`src/include/rst_seq_pkg.sv`:
```
package rst_seq_pkg;

	// Register map, byte addresses on the AXI4-Lite slave.
	localparam logic [3:0] addr_cause   = 4'h0;
	localparam logic [3:0] addr_clock   = 4'h4;
	localparam logic [3:0] addr_status  = 4'h8;

	// Flag positions in the reset cause control register.
	localparam int bit_power_on   = 0;
	localparam int bit_brownout   = 1;
	localparam int bit_idle       = 2;
	localparam int bit_sleep      = 3;
	localparam int bit_watchdog   = 4;
	localparam int bit_soft_wdog  = 5;
	localparam int bit_software   = 6;
	localparam int bit_pin        = 7;
	localparam int bit_illegal    = 14;
	localparam int bit_trap       = 15;

	// Writable bits: every flag plus the software watchdog enable.
	localparam logic [15:0] cause_mask  = 16'hc0ff;
	localparam logic [15:0] cause_reset = 16'h0003;

	// Clock source codes, three bits as in the oscillator selection field.
	localparam logic [2:0] osc_fast      = 3'h0;
	localparam logic [2:0] osc_fast_pll  = 3'h1;
	localparam logic [2:0] osc_primary   = 3'h2;
	localparam logic [2:0] osc_pri_pll   = 3'h3;
	localparam logic [2:0] osc_second    = 3'h4;
	localparam logic [2:0] osc_low_power = 3'h5;

	// Timing in nanoseconds and the clock period.
	localparam longint clk_period_ns  = 25;
	localparam longint power_on_ns    = 10000;
	localparam longint startup_reg_ns = 20000;
	localparam longint startup_off_ns = 64000000;
	localparam longint state_reset_ns = 20000;
	localparam longint pll_lock_ns    = 20000;
	localparam longint monitor_ns     = 100000;
	localparam int     start_periods  = 1024;

	// Least times round up to whole cycles.
	localparam int power_on_cyc    = int'((power_on_ns + clk_period_ns - 1) / clk_period_ns);
	localparam int startup_reg_cyc = int'((startup_reg_ns + clk_period_ns - 1) / clk_period_ns);
	localparam int startup_off_cyc = int'((startup_off_ns + clk_period_ns - 1) / clk_period_ns);
	localparam int state_reset_cyc = int'((state_reset_ns + clk_period_ns - 1) / clk_period_ns);
	localparam int pll_lock_cyc    = int'((pll_lock_ns + clk_period_ns - 1) / clk_period_ns);
	localparam int monitor_cyc     = int'((monitor_ns + clk_period_ns - 1) / clk_period_ns);

	typedef enum logic [4:0] {
		st_power_on = 5'b00001,
		st_startup  = 5'b00010,
		st_state    = 5'b00100,
		st_monitor  = 5'b01000,
		st_run      = 5'b10000
	} seq_state_t;

endpackage

```
`src/verilog/reset_cause_and_release_sequencer.sv`:
```
`timescale 1ns/1ps

////////////////////////////////////////////////////////////////////////////////
module reset_cause_and_release_sequencer #(
	parameter int startup_off_cycles = rst_seq_pkg::startup_off_cyc,
	parameter int osc_start_count    = rst_seq_pkg::start_periods
) (
	input  wire logic        aclk,
	input  wire logic        aresetn,
	input  wire logic [31:0] s_axi_awaddr,
	input  wire logic        s_axi_awvalid,
	output logic             s_axi_awready,
	input  wire logic [31:0] s_axi_wdata,
	input  wire logic [3:0]  s_axi_wstrb,
	input  wire logic        s_axi_wvalid,
	output logic             s_axi_wready,
	output logic [1:0]       s_axi_bresp,
	output logic             s_axi_bvalid,
	input  wire logic        s_axi_bready,
	input  wire logic [31:0] s_axi_araddr,
	input  wire logic        s_axi_arvalid,
	output logic             s_axi_arready,
	output logic [31:0]      s_axi_rdata,
	output logic [1:0]       s_axi_rresp,
	output logic             s_axi_rvalid,
	input  wire logic        s_axi_rready,
	input  wire logic        power_on_event,
	input  wire logic        brownout_event,
	input  wire logic        pin_reset_event,
	input  wire logic        watchdog_event,
	input  wire logic        software_reset_event,
	input  wire logic        illegal_access_event,
	input  wire logic        trap_conflict_event,
	input  wire logic        sleep_entry_event,
	input  wire logic        idle_entry_event,
	input  wire logic        wake_event,
	input  wire logic        watchdog_enable_fuse,
	input  wire logic        clock_switch_enable,
	input  wire logic [2:0]  new_oscillator_fuse_field,
	input  wire logic        regulator_enable,
	input  wire logic        fail_safe_enable,
	input  wire logic        osc_tick,
	input  wire logic        clock_valid,
	output logic             system_reset_signal,
	output logic             code_run,
	output logic             watchdog_run,
	output logic [2:0]       current_oscillator_field,
	output logic             monitor_active,
	output logic             oscillator_fail_trap
);
	import rst_seq_pkg::*;

	// The start-up counter is 10 bits and the delay timer 22 bits wide; larger counts would wrap.
	if (osc_start_count < 1 || osc_start_count > 1024 || startup_off_cycles < 1
		|| startup_off_cycles > 4194303) begin : g_bad_params
		$error("Unsupported timing parameters.");
	end

	typedef struct packed {
		logic        awready;
		logic        wready;
		logic        bvalid;
		logic [1:0]  bresp;
		logic        arready;
		logic        rvalid;
		logic [1:0]  rresp;
		logic [31:0] rdata;
		logic        aw_held;
		logic [3:0]  aw_addr;
		logic        w_held;
		logic [31:0] w_data;
		logic [3:0]  w_strb;
		logic [15:0] cause;
		logic [2:0]  osc;
		seq_state_t  state;
		logic [21:0] timer;
		logic [9:0]  osc_start;
		logic        osc_start_done;
		logic [9:0]  lock;
		logic        lock_done;
		logic        in_reset;
		logic        run;
		logic        monitor;
		logic        trap;
	} state_t;

	state_t cur;
	state_t next_cur;

	logic any_reset;
	logic long_reset;
	logic [2:0] pick_osc;
	logic crystal;
	logic pll;
	logic sel_slow;
	logic [21:0] startup_len;

	////////////////////////////////////////////////////////////////////////////
	// Reset classification and clock choice.
	always_comb begin
		any_reset = power_on_event | brownout_event | pin_reset_event | watchdog_event
			| software_reset_event | illegal_access_event | trap_conflict_event;
		long_reset = power_on_event | brownout_event;
		if (clock_switch_enable && !long_reset)
			pick_osc = cur.osc;
		else
			pick_osc = new_oscillator_fuse_field;
		crystal = (pick_osc == osc_primary) || (pick_osc == osc_pri_pll) || (pick_osc == osc_second);
		pll = (pick_osc == osc_fast_pll) || (pick_osc == osc_pri_pll);
		// The monitor delay follows the source in use, not the live fuse field.
		sel_slow = (cur.osc == osc_fast_pll) || (cur.osc == osc_primary) || (cur.osc == osc_pri_pll)
			|| (cur.osc == osc_second);
		startup_len = regulator_enable ? 22'(startup_reg_cyc) : 22'(startup_off_cycles);
	end

	////////////////////////////////////////////////////////////////////////////
	// Next-state logic: bus slave, flags and release sequence.
	always_comb begin
		logic [15:0] wval;
		logic        wr_cause;
		wval = 16'h0000;
		wr_cause = 1'b0;
		next_cur = cur;

		// Write channel: address and data taken in either order.
		if (s_axi_awvalid && cur.awready) begin
			next_cur.aw_held = 1'b1;
			next_cur.aw_addr = s_axi_awaddr[3:0];
			next_cur.awready = 1'b0;
		end
		if (s_axi_wvalid && cur.wready) begin
			next_cur.w_held = 1'b1;
			next_cur.w_data = s_axi_wdata;
			next_cur.w_strb = s_axi_wstrb;
			next_cur.wready = 1'b0;
		end
		if (cur.aw_held && cur.w_held && !cur.bvalid) begin
			next_cur.bvalid = 1'b1;
			next_cur.bresp = (cur.aw_addr == addr_cause) ? 2'h0 : 2'h2;
			wr_cause = (cur.aw_addr == addr_cause);
			wval = cur.cause;
			if (cur.w_strb[0])
				wval[7:0] = cur.w_data[7:0];
			if (cur.w_strb[1])
				wval[15:8] = cur.w_data[15:8];
		end
		if (cur.bvalid && s_axi_bready) begin
			next_cur.bvalid = 1'b0;
			next_cur.aw_held = 1'b0;
			next_cur.w_held = 1'b0;
			next_cur.awready = 1'b1;
			next_cur.wready = 1'b1;
		end

		// Read channel: one outstanding read, decode errors answer SLVERR.
		if (s_axi_arvalid && cur.arready) begin
			next_cur.arready = 1'b0;
			next_cur.rvalid = 1'b1;
			next_cur.rresp = 2'h0;
			case (s_axi_araddr[3:0])
				addr_cause:  next_cur.rdata = {16'h0000, cur.cause};
				addr_clock:  next_cur.rdata = {29'h0, cur.osc};
				addr_status: next_cur.rdata = {27'h0, cur.trap, cur.monitor, cur.run, cur.in_reset, watchdog_run};
				default: begin
					next_cur.rdata = 32'h0;
					next_cur.rresp = 2'h2;
				end
			endcase
		end
		if (cur.rvalid && s_axi_rready) begin
			next_cur.rvalid = 1'b0;
			next_cur.arready = 1'b1;
		end

		// software flag writes
		// A software write only stores bits; it never feeds the reset sequence.
		if (wr_cause)
			next_cur.cause = (wval & cause_mask) | (cur.cause & ~cause_mask);

		// Hardware clears first, so a set in the same cycle wins.
		// clear on long reset
		if (long_reset) begin
			next_cur.cause[bit_illegal] = 1'b0;
			next_cur.cause[bit_trap] = 1'b0;
			next_cur.cause[bit_software] = 1'b0;
			next_cur.cause[bit_sleep] = 1'b0;
			next_cur.cause[bit_idle] = 1'b0;
			next_cur.cause[bit_watchdog] = 1'b0;
		end
		if (sleep_entry_event || idle_entry_event)
			next_cur.cause[bit_watchdog] = 1'b0;
		if (power_on_event)
			next_cur.cause[bit_pin] = 1'b0;
		if (power_on_event)
			next_cur.cause[bit_power_on] = 1'b1;
		if (long_reset)
			next_cur.cause[bit_brownout] = 1'b1;
		if (illegal_access_event)
			next_cur.cause[bit_illegal] = 1'b1;
		if (watchdog_event)
			next_cur.cause[bit_watchdog] = 1'b1;
		if (trap_conflict_event)
			next_cur.cause[bit_trap] = 1'b1;
		if (software_reset_event)
			next_cur.cause[bit_software] = 1'b1;
		if (sleep_entry_event)
			next_cur.cause[bit_sleep] = 1'b1;
		if (idle_entry_event)
			next_cur.cause[bit_idle] = 1'b1;
		if (pin_reset_event)
			next_cur.cause[bit_pin] = 1'b1;

		// Oscillator start-up and lock timers run on their own.
		// concurrent oscillator waits
		if (!cur.osc_start_done && osc_tick) begin
			next_cur.osc_start = cur.osc_start + 10'h001;
			if (cur.osc_start == 10'(osc_start_count - 1))
				next_cur.osc_start_done = 1'b1;
		end
		if (cur.osc_start_done && !cur.lock_done) begin
			next_cur.lock = cur.lock + 10'h001;
			if (cur.lock == 10'(pll_lock_cyc - 1))
				next_cur.lock_done = 1'b1;
		end

		// Release sequence.
		if (cur.timer != 22'h0)
			next_cur.timer = cur.timer - 22'h000001;
		case (cur.state)
			st_power_on: begin
				if (cur.timer == 22'h0) begin
					next_cur.state = st_startup;
					next_cur.timer = startup_len;
				end
			end
			st_startup: begin
				// A wake from a powered-down state is no reset, so it skips the state reset time.
				if (cur.timer == 22'h0 && !cur.in_reset) begin
					next_cur.state = st_run;
				end else if (cur.timer == 22'h0) begin
					next_cur.state = st_state;
					next_cur.timer = 22'(state_reset_cyc);
				end
			end
			st_state: begin
				if (cur.timer == 22'h0) begin
					next_cur.in_reset = 1'b0;
					next_cur.state = st_monitor;
					next_cur.timer = sel_slow ? 22'(monitor_cyc) : 22'h0;
				end
			end
			st_monitor: begin
				if (cur.timer == 22'h0) begin
					next_cur.state = st_run;
					next_cur.monitor = fail_safe_enable;
					if (fail_safe_enable && !clock_valid) begin
						next_cur.osc = osc_fast;
						next_cur.trap = 1'b1;
						next_cur.osc_start_done = 1'b1;
						next_cur.lock_done = 1'b1;
					end
				end
			end
			st_run: begin
				if (wake_event && regulator_enable) begin
					next_cur.run = 1'b0;
					next_cur.state = st_startup;
					next_cur.timer = 22'(startup_reg_cyc);
				end
			end
			default: next_cur.state = st_run;
		endcase

		next_cur.run = !cur.in_reset && cur.osc_start_done && cur.lock_done && (cur.state == st_run)
			&& !(wake_event && regulator_enable);

		// A new reset restarts the clock waits and the release sequence, not the flags or the bus; picks the path by type.
		if (any_reset) begin
			next_cur.osc = pick_osc;
			next_cur.in_reset = 1'b1;
			next_cur.run = 1'b0;
			next_cur.monitor = 1'b0;
			next_cur.trap = 1'b0;
			next_cur.osc_start = 10'h0;
			next_cur.lock = 10'h0;
			next_cur.osc_start_done = !crystal;
			next_cur.lock_done = !pll;
			if (power_on_event) begin
				next_cur.state = st_power_on;
				next_cur.timer = 22'(power_on_cyc);
			end else if (brownout_event) begin
				next_cur.state = st_startup;
				next_cur.timer = startup_len;
			end else begin
				next_cur.state = st_state;
				next_cur.timer = 22'(state_reset_cyc);
			end
		end
	end

	////////////////////////////////////////////////////////////////////////////
	// reset values fixed
	// The bus reset behaves as a power-on: the cause register shows both flags.
	always_ff @(posedge aclk) begin
		if (!aresetn) begin
			cur <= '0;
			cur.awready <= 1'b1;
			cur.wready <= 1'b1;
			cur.arready <= 1'b1;
			cur.cause <= cause_reset;
			cur.osc <= osc_fast;
			cur.state <= st_power_on;
			cur.timer <= 22'(power_on_cyc);
			cur.in_reset <= 1'b1;
			cur.osc_start_done <= 1'b1;
			cur.lock_done <= 1'b1;
		end else begin
			cur <= next_cur;
		end
	end

	////////////////////////////////////////////////////////////////////////////
	// Outputs come from the state register, except watchdog_run, which has a register of its own.
	assign s_axi_awready = cur.awready;
	assign s_axi_wready = cur.wready;
	assign s_axi_bvalid = cur.bvalid;
	assign s_axi_bresp = cur.bresp;
	assign s_axi_arready = cur.arready;
	assign s_axi_rvalid = cur.rvalid;
	assign s_axi_rresp = cur.rresp;
	assign s_axi_rdata = cur.rdata;
	assign system_reset_signal = cur.in_reset;
	assign code_run = cur.run;
	assign current_oscillator_field = cur.osc;
	assign monitor_active = cur.monitor;
	assign oscillator_fail_trap = cur.trap;

	always_ff @(posedge aclk) begin
		if (!aresetn)
			watchdog_run <= 1'b0;
		else
			watchdog_run <= watchdog_enable_fuse | cur.cause[bit_soft_wdog];
	end

endmodule

```
`config.mk`:
```
export PLATFORM = sky130hd
export DESIGN_NAME = reset_cause_and_release_sequencer
export DESIGN_NICKNAME = d
export VERILOG_FILES = /design/src/include/rst_seq_pkg.sv /design/src/verilog/reset_cause_and_release_sequencer.sv
export SDC_FILE = /design/constraint.sdc
export NUM_CORES = 1
export LEC_CHECK = 0
export ABC_AREA = 0
export BUFFER_PORTS_ARGS = -buffer_cell sky130_fd_sc_hd__buf_2
export CAP_MARGIN = 30
export CORE_ASPECT_RATIO = 0.5
export CORE_MARGIN = 2
export CORE_UTILIZATION = 30
export CTS_CLUSTER_DIAMETER = 120
export DETAILED_ROUTE_END_ITERATION = 10
export SYNTH_ARGS = -nofsm -noshare
export SYNTH_HDL_FRONTEND = slang
export SYNTH_SLANG_ARGS = --single-unit
```
`constraint.sdc`:
```
create_clock -name aclk -period 2.7 [get_ports aclk]
set_input_delay 0.135 -clock aclk [delete_from_list [all_inputs] [get_ports aclk]]
set_output_delay 0.135 -clock aclk [all_outputs]
set_load 0.01 [all_outputs]
```
==> impl_metrics.json, run 1 <==
{
  "gp_congestion": 0.866,
  "layout.nets": 786,
  "num-fill-cells": 1745,
  "synth.distinct_cells": 64,
  "grt_pass1_vias": 3933,
  "largest_reg_flops": 77,
  "worstRegToRegCells": 5,
  "clock_tree.root_cell": "clkbuf_16",
  "max-cap-violations": 0,
  "grt-ovfl-total": 0,
  "vias_per_cell": 4.88,
  "grtUsageTotal": 0.138,
  "cts-buffers-inserted": 9,
  "die_x_um": 188,
  "wl_met2_um": 5480,
  "placed_area_um2": 5520,
  "setup.worst_path.start_class": "flip-flop",
  "worst_pin_slew_ns": 0.578,
  "slew_violations": 0,
  "design_area_um2": 5840,
  "wire_per_inst_um": 13.8,
  "synthToLayoutAreaGrowth_pct": 14.5,
  "vias": 4334,
  "cts.sinks": 103,
  "critPathMaxFanout": 18,
  "met1_length_um": 6120,
  "path_clk_slew_ns": 0.07,
  "fin_ws_ns": 0.266,
  "clock_path_buffers": 2,
  "dr.pass1.iters": 4,
  "vdd_drop_max_mv": 0.312,
  "async_reset_ff_frac": 0,
  "final_cell_mix": "dfxtp_1, buf_2, nor2_1, nand2_1, a21oi_1",
  "whs_path_depth": 3,
  "multi_input_area_um2": 2660,
  "final_common_cell": "dfxtp_1",
  "pre_cts_ws_ns": 0.287,
  "relSlewSlack": 0.611,
  "syn_area_per_cell_um2": 8.46,
  "worst_skew_pair.late_latency_ns": 0.35,
  "postCtsSetupRepairBufs": 0,
  "drt_iter0_drc": 266,
  "grt_pass1_wl_um": 20000,
  "synthCells": 603,
  "antennaDiodeCount": 0,
  "setup-violations-final": 0,
  "regArea_um2": 2060,
  "leakagePower_nw": 2.34,
  "drive_gt1_frac": 0.189,
  "ant_nets": 0,
  "yosysSeqAreaShare": 0.404,
  "fin_setup_tns_ns": 0,
  "max_clock_freq_mhz": 411,
  "grt_max_degree": 35,
  "yosys_warnings": 0,
  "port-buffer-count": 76,
  "synth_seq_cells": 103,
  "die_h_um": 96.2,
  "period_share": 0.902,
  "htree_levels": 3,
  "cts_tree": "done",
  "critPathKind": "flip-flop to flip-flop",
  "antenna_found_initial": 0,
  "hold_class": "input pin to flip-flop",
  "initial_core_util": 0.309,
  "synth_top_flop_cell": "dfxtp_1",
  "dieArea_um2": 18100,
  "crit_required_ns": 2.92,
  "top_layer": "met4",
  "final_core_util": 0.354,
  "routed_wl_um": 12300,
  "skew_ns": 0.00611,
  "dp_hpwl_um": 9200,
  "wl_met3_um": 554,
  "power.density_nw_per_um2": 558,
  "finalHoldViolCount": 0,
  "synth_edf_count": 0,
  "synth_area_um2": 5100,
  "crit_path_end_kind": "flip-flop",
  "ioPinCount": 175,
  "regMostFlops": "cur",
  "drc": 0,
  "status": "completed",
  "rsz0062_at_grt": "false",
  "core-area_um2": 16500,
  "cp.arrival_ns": 2.65,
  "cts.repair.resized": 0,
  "num_rows": 33,
  "layout_min_cycle_time_ns": 2.43
}
## cells by family (layout without fill, tap and decap cells)
logic type,count (synthesis),after routing,synth area share
mux,20,20,0.0414
fa+ha+maj,4,4,0.00981
flops,103,103,0.404
simple gates,253,253,0.253
xor+xnor,31,31,0.0532
buf+inv,75,116,0.0873
compound gates,116,116,0.150
other cells,1,18,0.000735
## cell type report
cell class              instances  share of cell area
repair buffers                 89              0.0822
multi-input cells             442               0.455
clock inverters                 6              0.0129
clock buffers                  10              0.0409
inverters                      11             0.00707
well taps                     227              0.0486
flip-flops and latches        103               0.353
## layer usage
layer  global-route usage  up-vias
li1                     -     2197
met1                0.185     2015
met2                0.230      114
met3               0.0284        8
met4               0.0345        0
met5                    0        -
## timing repair
action,4_1_cts,5_1_grt
endpoints found under the setup margin,0,0
endpoints found under the hold margin,1,0
hold buffers,1,0
## synth_stat cells, types with 3 or more instances
cell / instances / area [µm²]
nand2b_1: 7 / 43.8
or3_1: 8 / 50.1
mux2i_1: 11 / 110
and4_1: 4 / 35.0
nor2b_1: 9 / 56.3
o21ai_0: 16 / 80.1
nor4_1: 17 / 106
a2bb2oi_1: 5 / 43.8
a22oi_1: 10 / 75.1
ha_1: 4 / 50.1
a21oi_1: 42 / 210
a211oi_1: 4 / 30.0
nand3_1: 18 / 90.1
and3_1: 9 / 56.3
inv_1: 10 / 37.5
clkbuf_1: 20 / 75.1
buf_4: 39 / 293
nand4_1: 6 / 37.5
nor2_1: 72 / 270
a31oi_1: 3 / 18.8
nor4b_1: 3 / 26.3
nand2_1: 58 / 218
and2_1: 5 / 31.3
o21bai_1: 3 / 22.5
o211ai_1: 4 / 30.0
xor2_1: 20 / 175
mux2_2: 9 / 101
nor3b_1: 3 / 22.5
or4_1: 3 / 22.5
or2_2: 3 / 18.8
a311oi_1: 5 / 43.8
dfxtp_1: 103 / 2060
nor3_1: 17 / 85.1
xnor2_1: 11 / 96.3
a211o_1: 3 / 26.3
## report_power, final
group / switching (W) / internal (W) / total, W
Combinational: 0.000174 / 0.000120 / 0.000294
Sequential: 0.0000425 / 0.00156 / 0.00161
Clock: 0.000599 / 0.000759 / 0.00136
Total: 0.000816 / 0.00244 / 0.00326
## worst max-delay path, stage by stage (launching register included)
cell,delay (ns)
dfxtp_1,0.35
or4_4,0.55
or4_4,0.67
o311a_1,0.40
o311ai_1,0.23
a21oi_1,0.10
## path summary, 6_finish.rpt
kind	from	end	slack [ns]
worst max register to register	cur[45]	cur[26]	0.27
worst min-delay path	watchdog_enable_fuse	watchdog_run	0.02
worst max-delay path	cur[45]	cur[26]	0.27
worst min register to register	cur[90]	cur[90]	0.46
## metrics by stage
stage | hold WS, ns | power, W | std cells
3_5_place_dp | 0.354 | 0.00193 | 871
4_1_cts | 0.00712 | 0.00330 | 888
2_1_floorplan | 0.229 | 0.00185 | 620
5_1_grt | 0.00934 | 0.00341 | 888
3_3_place_gp | 0.344 | 0.00193 | 871
6_report | 0.0162 | 0.00326 | 888
Power figures use the tool's default switching activity.
==> run 2, diff against run 1 <==
--- a/config.mk
+++ b/config.mk
@@ -5,7 +5,7 @@
 export SDC_FILE = /design/constraint.sdc
 export NUM_CORES = 1
 export LEC_CHECK = 0
-export ABC_AREA = 0
+export ABC_AREA = 1
 export BUFFER_PORTS_ARGS = -buffer_cell sky130_fd_sc_hd__buf_2
 export CAP_MARGIN = 30
 export CORE_ASPECT_RATIO = 0.5
==> run 2 against run 1 <==
Clock skew up 0.0019 ns. Sequential share of layout area shrank 1.5 points. Synthesized area up 3.8%. Via count grew 11%. Combinational power grew 11%. Count of clock-buffer cells in the layout increased by 2. Cell area up 4.4%. Worst setup slack better by 0.030 ns. Critical endpoint unchanged. Highest routed layer unchanged.
==> impl_metrics.json, run 2 <==
{
  "wire_per_inst_um": 12.6,
  "final_cell_mix": "nand2_1, nor2_1, dfxtp_1, buf_2, inv_1",
  "cp_top_family": "adder cells",
  "clockPowerShare": 0.440,
  "cp.arrival_ns": 2.67,
  "clock_tree.root_cell": "clkbuf_16",
  "drt_iter0_drc": 251,
  "die_h_um": 98.0,
  "routed_wl_um": 13100,
  "setup.worst_path.start_class": "flip-flop",
  "ant_nets": 0,
  "power.density_nw_per_um2": 570,
  "clock_path_buffers": 2,
  "period_share": 0.890,
  "port-buffer-count": 76,
  "rsz0062_at_grt": "false",
  "synthCells": 745,
  "postCtsSetupRepairBufs": 0,
  "synthToLayoutAreaGrowth_pct": 15.1,
  "p_switching_w": 0.000818,
  "intPower_w": 0.00266,
  "cts_tree": "done",
  "drc": 0,
  "worstRegToRegCells": 10,
  "setup-violations-final": 0,
  "dr.pass1.iters": 5,
  "vias_per_cell": 4.62,
  "crit_required_ns": 2.97,
  "critPathMaxStageDelay_ns": 0.33,
  "htree_levels": 3,
  "crit_path_end_kind": "flip-flop",
  "drive_gt1_frac": 0.180,
  "grtUsageTotal": 0.146,
  "grt_pass1_wl_um": 22200,
  "antennaDiodeCount": 0,
  "layout_min_cycle_time_ns": 2.40,
  "dp_hpwl_um": 9960,
  "swShare": 0.235,
  "comb_power_share": 0.094,
  "leakagePower_nw": 2.64,
  "vdd_drop_max_mv": 0.308,
  "ys_top_cells_by_count": "nand2_1, nor2_1, dfxtp_1, inv_1, o21ai_0",
  "crit_path_cell_trace": "inv_1, ha_2, nand2_2, inv_1, nand3_1, nor2_1, inv_1, ha_1, a21o_1, a21oi_1",
  "synth_area_um2": 5300,
  "status": "completed",
  "grt-ovfl-total": 0,
  "max_clock_freq_mhz": 416,
  "cts-buffers-inserted": 9,
  "synth.distinct_cells": 47,
  "cts.sinks": 103,
  "relSlewSlack": 0.547,
  "initial_core_util": 0.306,
  "max-cap-violations": 0,
  "syn_area_per_cell_um2": 7.11,
  "crit_cells": 10,
  "regMostFlops": "cur",
  "yosys_warnings": 0,
  "final_common_cell": "nand2_1",
  "yosys.area.top_type": "dfxtp_1",
  "multi_input_area_um2": 2630,
  "dieArea_um2": 18800,
  "vias": 4819,
  "yosysSeqAreaShare": 0.389,
  "synth_top_flop_cell": "dfxtp_1",
  "path_clk_slew_ns": 0.06,
  "synth_top_area_frac": 0.389,
  "num-fill-cells": 1878,
  "critPathMaxFanout": 6,
  "hold_class": "input pin to flip-flop",
  "layout.nets": 934,
  "synth_area_leaders": "dfxtp_1, nand2_1, nor2_1",
  "cp_slowest_cell": "dfxtp_1",
  "finalPower_w": 0.00347,
  "finalHoldViolCount": 0,
  "regArea_um2": 2060,
  "async_reset_ff_frac": 0,
  "cp_common_cell": "inv_1",
  "gp_congestion": 0.965,
  "hold_buffers": 0,
  "synth_edf_count": 0,
  "worst_pin_slew_ns": 0.676,
  "p_seq_frac": 0.466,
  "largest_reg_flops": 77,
  "core-area_um2": 17300,
  "num_rows": 34,
  "yosys.cell_count.top_type": "nand2_1",
  "slew_violations": 0,
  "critPathKind": "flip-flop to flip-flop",
  "worst-path-buf-inv": 3,
  "die_x_um": 192,
  "worst_skew_pair.late_latency_ns": 0.35,
  "grt_max_degree": 36,
  "fin_setup_tns_ns": 0,
  "grt_pass1_vias": 4602,
  "antenna_found_initial": 0,
  "whs_path_depth": 3,
  "ioPinCount": 175,
  "synth_seq_cells": 103,
  "skew_ns": 0.00805
}
-- run 2: final timing paths --
check	from	end	slack (ns)
min	watchdog_enable_fuse	watchdog_run	0.01
max	cur[26]	cur[26]	0.30
max reg2reg	cur[26]	cur[26]	0.30
min reg2reg	cur[73]	cur[73]	0.46
-- run 2: power by group through the flow --
stage                     sequential [W]  clock, W  combinational [W]
after global routing             0.00163   0.00163           0.000373
after detailed placement         0.00165         0           0.000327
final                            0.00162   0.00153           0.000327
after floorplan                  0.00165         0           0.000250
after global placement           0.00165         0           0.000324
after CTS                        0.00162   0.00157           0.000328
-- run 2: area by class of cell --
type / instances / area share
Multi-Input combinational cell: 522 / 0.431
Sequential cell: 103 / 0.338
Timing Repair Buffer: 85 / 0.0734
Inverter: 83 / 0.0511
Tap cell: 234 / 0.0480
Clock buffer: 12 / 0.0421
Clock inverter: 4 / 0.0162
-- run 2: cell families (layout without fill, tap and decap cells) --
| logic type | after synthesis | count (layout) | synth area share |
|---|---|---|---|
| DFF | 103 | 103 | 0.389 |
| other | 1 | 18 | 0.000708 |
| muxes | 2 | 2 | 0.00378 |
| adders and majority gates | 4 | 4 | 0.00945 |
| AOI/OAI and AO/OA | 125 | 125 | 0.129 |
| xor gates and xnor gates | 14 | 14 | 0.0231 |
| and+or+nand+nor | 359 | 359 | 0.317 |
| buffers and inverters | 137 | 184 | 0.127 |
-- run 2: what timing repair did --
action / in CTS / in global routing
endpoints found under the hold margin: 0 / 0
endpoints found under the setup margin: 0 / 1
gates resized for setup: 0 / 1
-- run 2: metal layers --
| layer | share of wire | wire [µm] | GRT usage | up-vias |
|---|---|---|---|---|
| met4 | 0.013 | 176 | 0.0432 | 0 |
| met1 | 0.48 | 6270 | 0.191 | 2221 |
| li1 | - | - | - | 2474 |
| met5 | 0 | 0 | 0 | - |
| met3 | 0.046 | 603 | 0.0291 | 15 |
| met2 | 0.46 | 6070 | 0.244 | 109 |
-- run 2: worst reg2reg max path, cell delays in order, from the launching register on --
cell and delay, ns:
dfxtp_1 0.33, inv_1 0.23, ha_2 0.30, nand2_2 0.13
inv_1 0.18, nand3_1 0.16, nor2_1 0.28, inv_1 0.14
ha_1 0.30, a21o_1 0.16, a21oi_1 0.13
-- run 2: per-stage QoR --
stage          worst slack (ns)  utilization  std cells  area, µm²  hold WS, ns
2_1_floorplan             0.895            -        762       5360        0.251
3_3_place_gp              0.297        0.332       1027       5740        0.350
3_5_place_dp              0.300        0.332       1027       5740        0.362
4_1_cts                   0.273        0.352       1043       6100      0.00318
5_1_grt                  0.0619        0.352       1043       6100       0.0397
6_report                  0.296        0.352       1043       6100      0.00981
==> run 3, diff against run 2 <==
--- a/config.mk
+++ b/config.mk
@@ -9,7 +9,6 @@
 export BUFFER_PORTS_ARGS = -buffer_cell sky130_fd_sc_hd__buf_2
 export CAP_MARGIN = 30
 export CORE_ASPECT_RATIO = 0.5
-export CORE_MARGIN = 2
 export CORE_UTILIZATION = 30
 export CTS_CLUSTER_DIAMETER = 120
 export DETAILED_ROUTE_END_ITERATION = 10
==> run 3 against run 2 <==
Core utilization increased by 0.61 points. Cell area down 1.3%. Total power shrank 8.0%. Register-to-register slack better by 0.11 ns. Critical path depth did not move. Critical path type unchanged. Highest routed layer unchanged.
==> impl_metrics.json, run 3 (synthesis results as in run 2) <==
{
  "routed_wl_um": 13000,
  "regMostFlops": "cur",
  "crit_path_end_kind": "flip-flop",
  "final_common_cell": "nand2_1",
  "setup-violations-final": 0,
  "comb_power_share": 0.103,
  "vdd_drop_max_mv": 0.324,
  "largest_reg_flops": 77,
  "worst_pin_slew_ns": 0.695,
  "port-buffer-count": 76,
  "clockPowerShare": 0.391,
  "p_switching_w": 0.000844,
  "cp_slowest_cell": "dfxtp_1",
  "pre_cts_ws_ns": 0.445,
  "ioPinCount": 175,
  "num-fill-cells": 1812,
  "skew_ns": 0.00541,
  "fin_ws_ns": 0.406,
  "die_h_um": 96.0,
  "setup.worst_path.start_class": "flip-flop",
  "path_clk_slew_ns": 0.07,
  "ant_nets": 0,
  "design_area_um2": 6020,
  "drt_iter0_drc": 260,
  "finalPower_w": 0.00320,
  "drc": 0,
  "finalHoldViolCount": 0,
  "critPathMaxStageDelay_ns": 0.32,
  "cp_common_cell": "inv_1",
  "synthToLayoutAreaGrowth_pct": 13.7,
  "fin_setup_tns_ns": 0,
  "slew_violations": 0,
  "intPower_w": 0.00235,
  "crit_path_cell_trace": "inv_1, ha_1, nand2_2, inv_1, nand3_1, nor2_1, inv_1, ha_1, a21o_1, a21oi_1",
  "placed_area_um2": 5720,
  "layout_min_cycle_time_ns": 2.29,
  "gp_congestion": 0.905,
  "relSlewSlack": 0.536,
  "layout.nets": 934,
  "worst-path-buf-inv": 3,
  "drive_gt1_frac": 0.178,
  "cts-buffers-inserted": 9,
  "vias": 4748,
  "cp_top_family": "adder cells",
  "cp.arrival_ns": 2.57,
  "grt_max_degree": 36,
  "period_share": 0.850,
  "num_rows": 33,
  "cts.sinks": 103,
  "regArea_um2": 2060,
  "grt-ovfl-total": 0,
  "postCtsSetupRepairBufs": 0,
  "leakagePower_nw": 2.60,
  "max-cap-violations": 0,
  "die_x_um": 190,
  "status": "completed",
  "cts_tree": "done",
  "grtUsageTotal": 0.146,
  "clock_tree.root_cell": "clkbuf_16",
  "grt_pass1_vias": 4338,
  "antenna_found_initial": 0,
  "vias_per_cell": 4.58,
  "final_cell_mix": "nand2_1, nor2_1, dfxtp_1, buf_2, inv_1",
  "grt_pass1_wl_um": 21100,
  "wire_per_inst_um": 12.6,
  "multi_input_area_um2": 2630,
  "worst_skew_pair.late_latency_ns": 0.35,
  "core-area_um2": 16800,
  "final_core_util": 0.358,
  "htree_levels": 3,
  "clock_path_buffers": 2,
  "antennaDiodeCount": 0,
  "critPathKind": "flip-flop to flip-flop",
  "initial_core_util": 0.315,
  "p_seq_frac": 0.506,
  "max_clock_freq_mhz": 436,
  "dieArea_um2": 18200,
  "power.density_nw_per_um2": 531,
  "hold_class": "input pin to flip-flop",
  "rsz0062_at_grt": "false",
  "dp_hpwl_um": 9880,
  "crit_required_ns": 2.98,
  "swShare": 0.264,
  "dr.pass1.iters": 5,
  "critPathMaxFanout": 6
}
==> run 3: power by group through the flow <==
stage | Sequential [W] | Combinational (W) | Clock (W)
floorplan | 0.00165 | 0.000250 | 0
global placement | 0.00165 | 0.000322 | 0
detailed placement | 0.00165 | 0.000325 | 0
CTS | 0.00162 | 0.000330 | 0.00128
global route | 0.00162 | 0.000373 | 0.00134
finish | 0.00162 | 0.000328 | 0.00125
==> run 3: worst register-to-register path, delay by kind of cell, from the launching register on <==
| kind | cells | cell delay, ns |
|---|---|---|
| fa+ha+maj | 2 | 0.60 |
| simple gates | 3 | 0.52 |
| flops | 1 | 0.32 |
| compound gates | 2 | 0.27 |
| buf+inv | 3 | 0.50 |
==> run 3: per-stage QoR <==
step | hold WS [ns] | cells
floorplan | 0.251 | 762
global placement | 0.345 | 1018
detailed placement | 0.350 | 1018
CTS | 0.0289 | 1036
global route | 0.0432 | 1036
finish | 0.0366 | 1036
==> run 3: layout make-up <==
| class | count | share of cell area |
|---|---|---|
| well taps | 227 | 0.0472 |
| flip-flops and latches | 103 | 0.342 |
| repair buffers | 85 | 0.0752 |
| multi-input cells | 522 | 0.436 |
| clock buffers | 10 | 0.0397 |
| clock inverters | 6 | 0.00748 |
| inverters | 83 | 0.0517 |
==> run 3: worst paths after layout <==
check,start,endpoint,slack (ns),cells past startpoint
hold / removal,s_axi_wdata[14],cur[90],0.04,3
setup / recovery,cur[26],cur[26],0.41,10
setup reg to reg,cur[26],cur[26],0.41,10
hold reg to reg,cur[25],cur[25],0.46,2
==> run 3: metal layers <==
layer	wire length, µm	part of all wire	track usage
met1	6340	0.49	0.190
met2	5860	0.45	0.246
met3	576	0.044	0.0252
met4	231	0.018	0.0544
met5	0	0	0
==> run 3: repair_timing <==
| action | 4_1_cts | 5_1_grt |
|---|---|---|
| hold endpoints to repair | 2 | 0 |
| gates resized for setup | 0 | 0 |
| hold buffers | 2 | 0 |
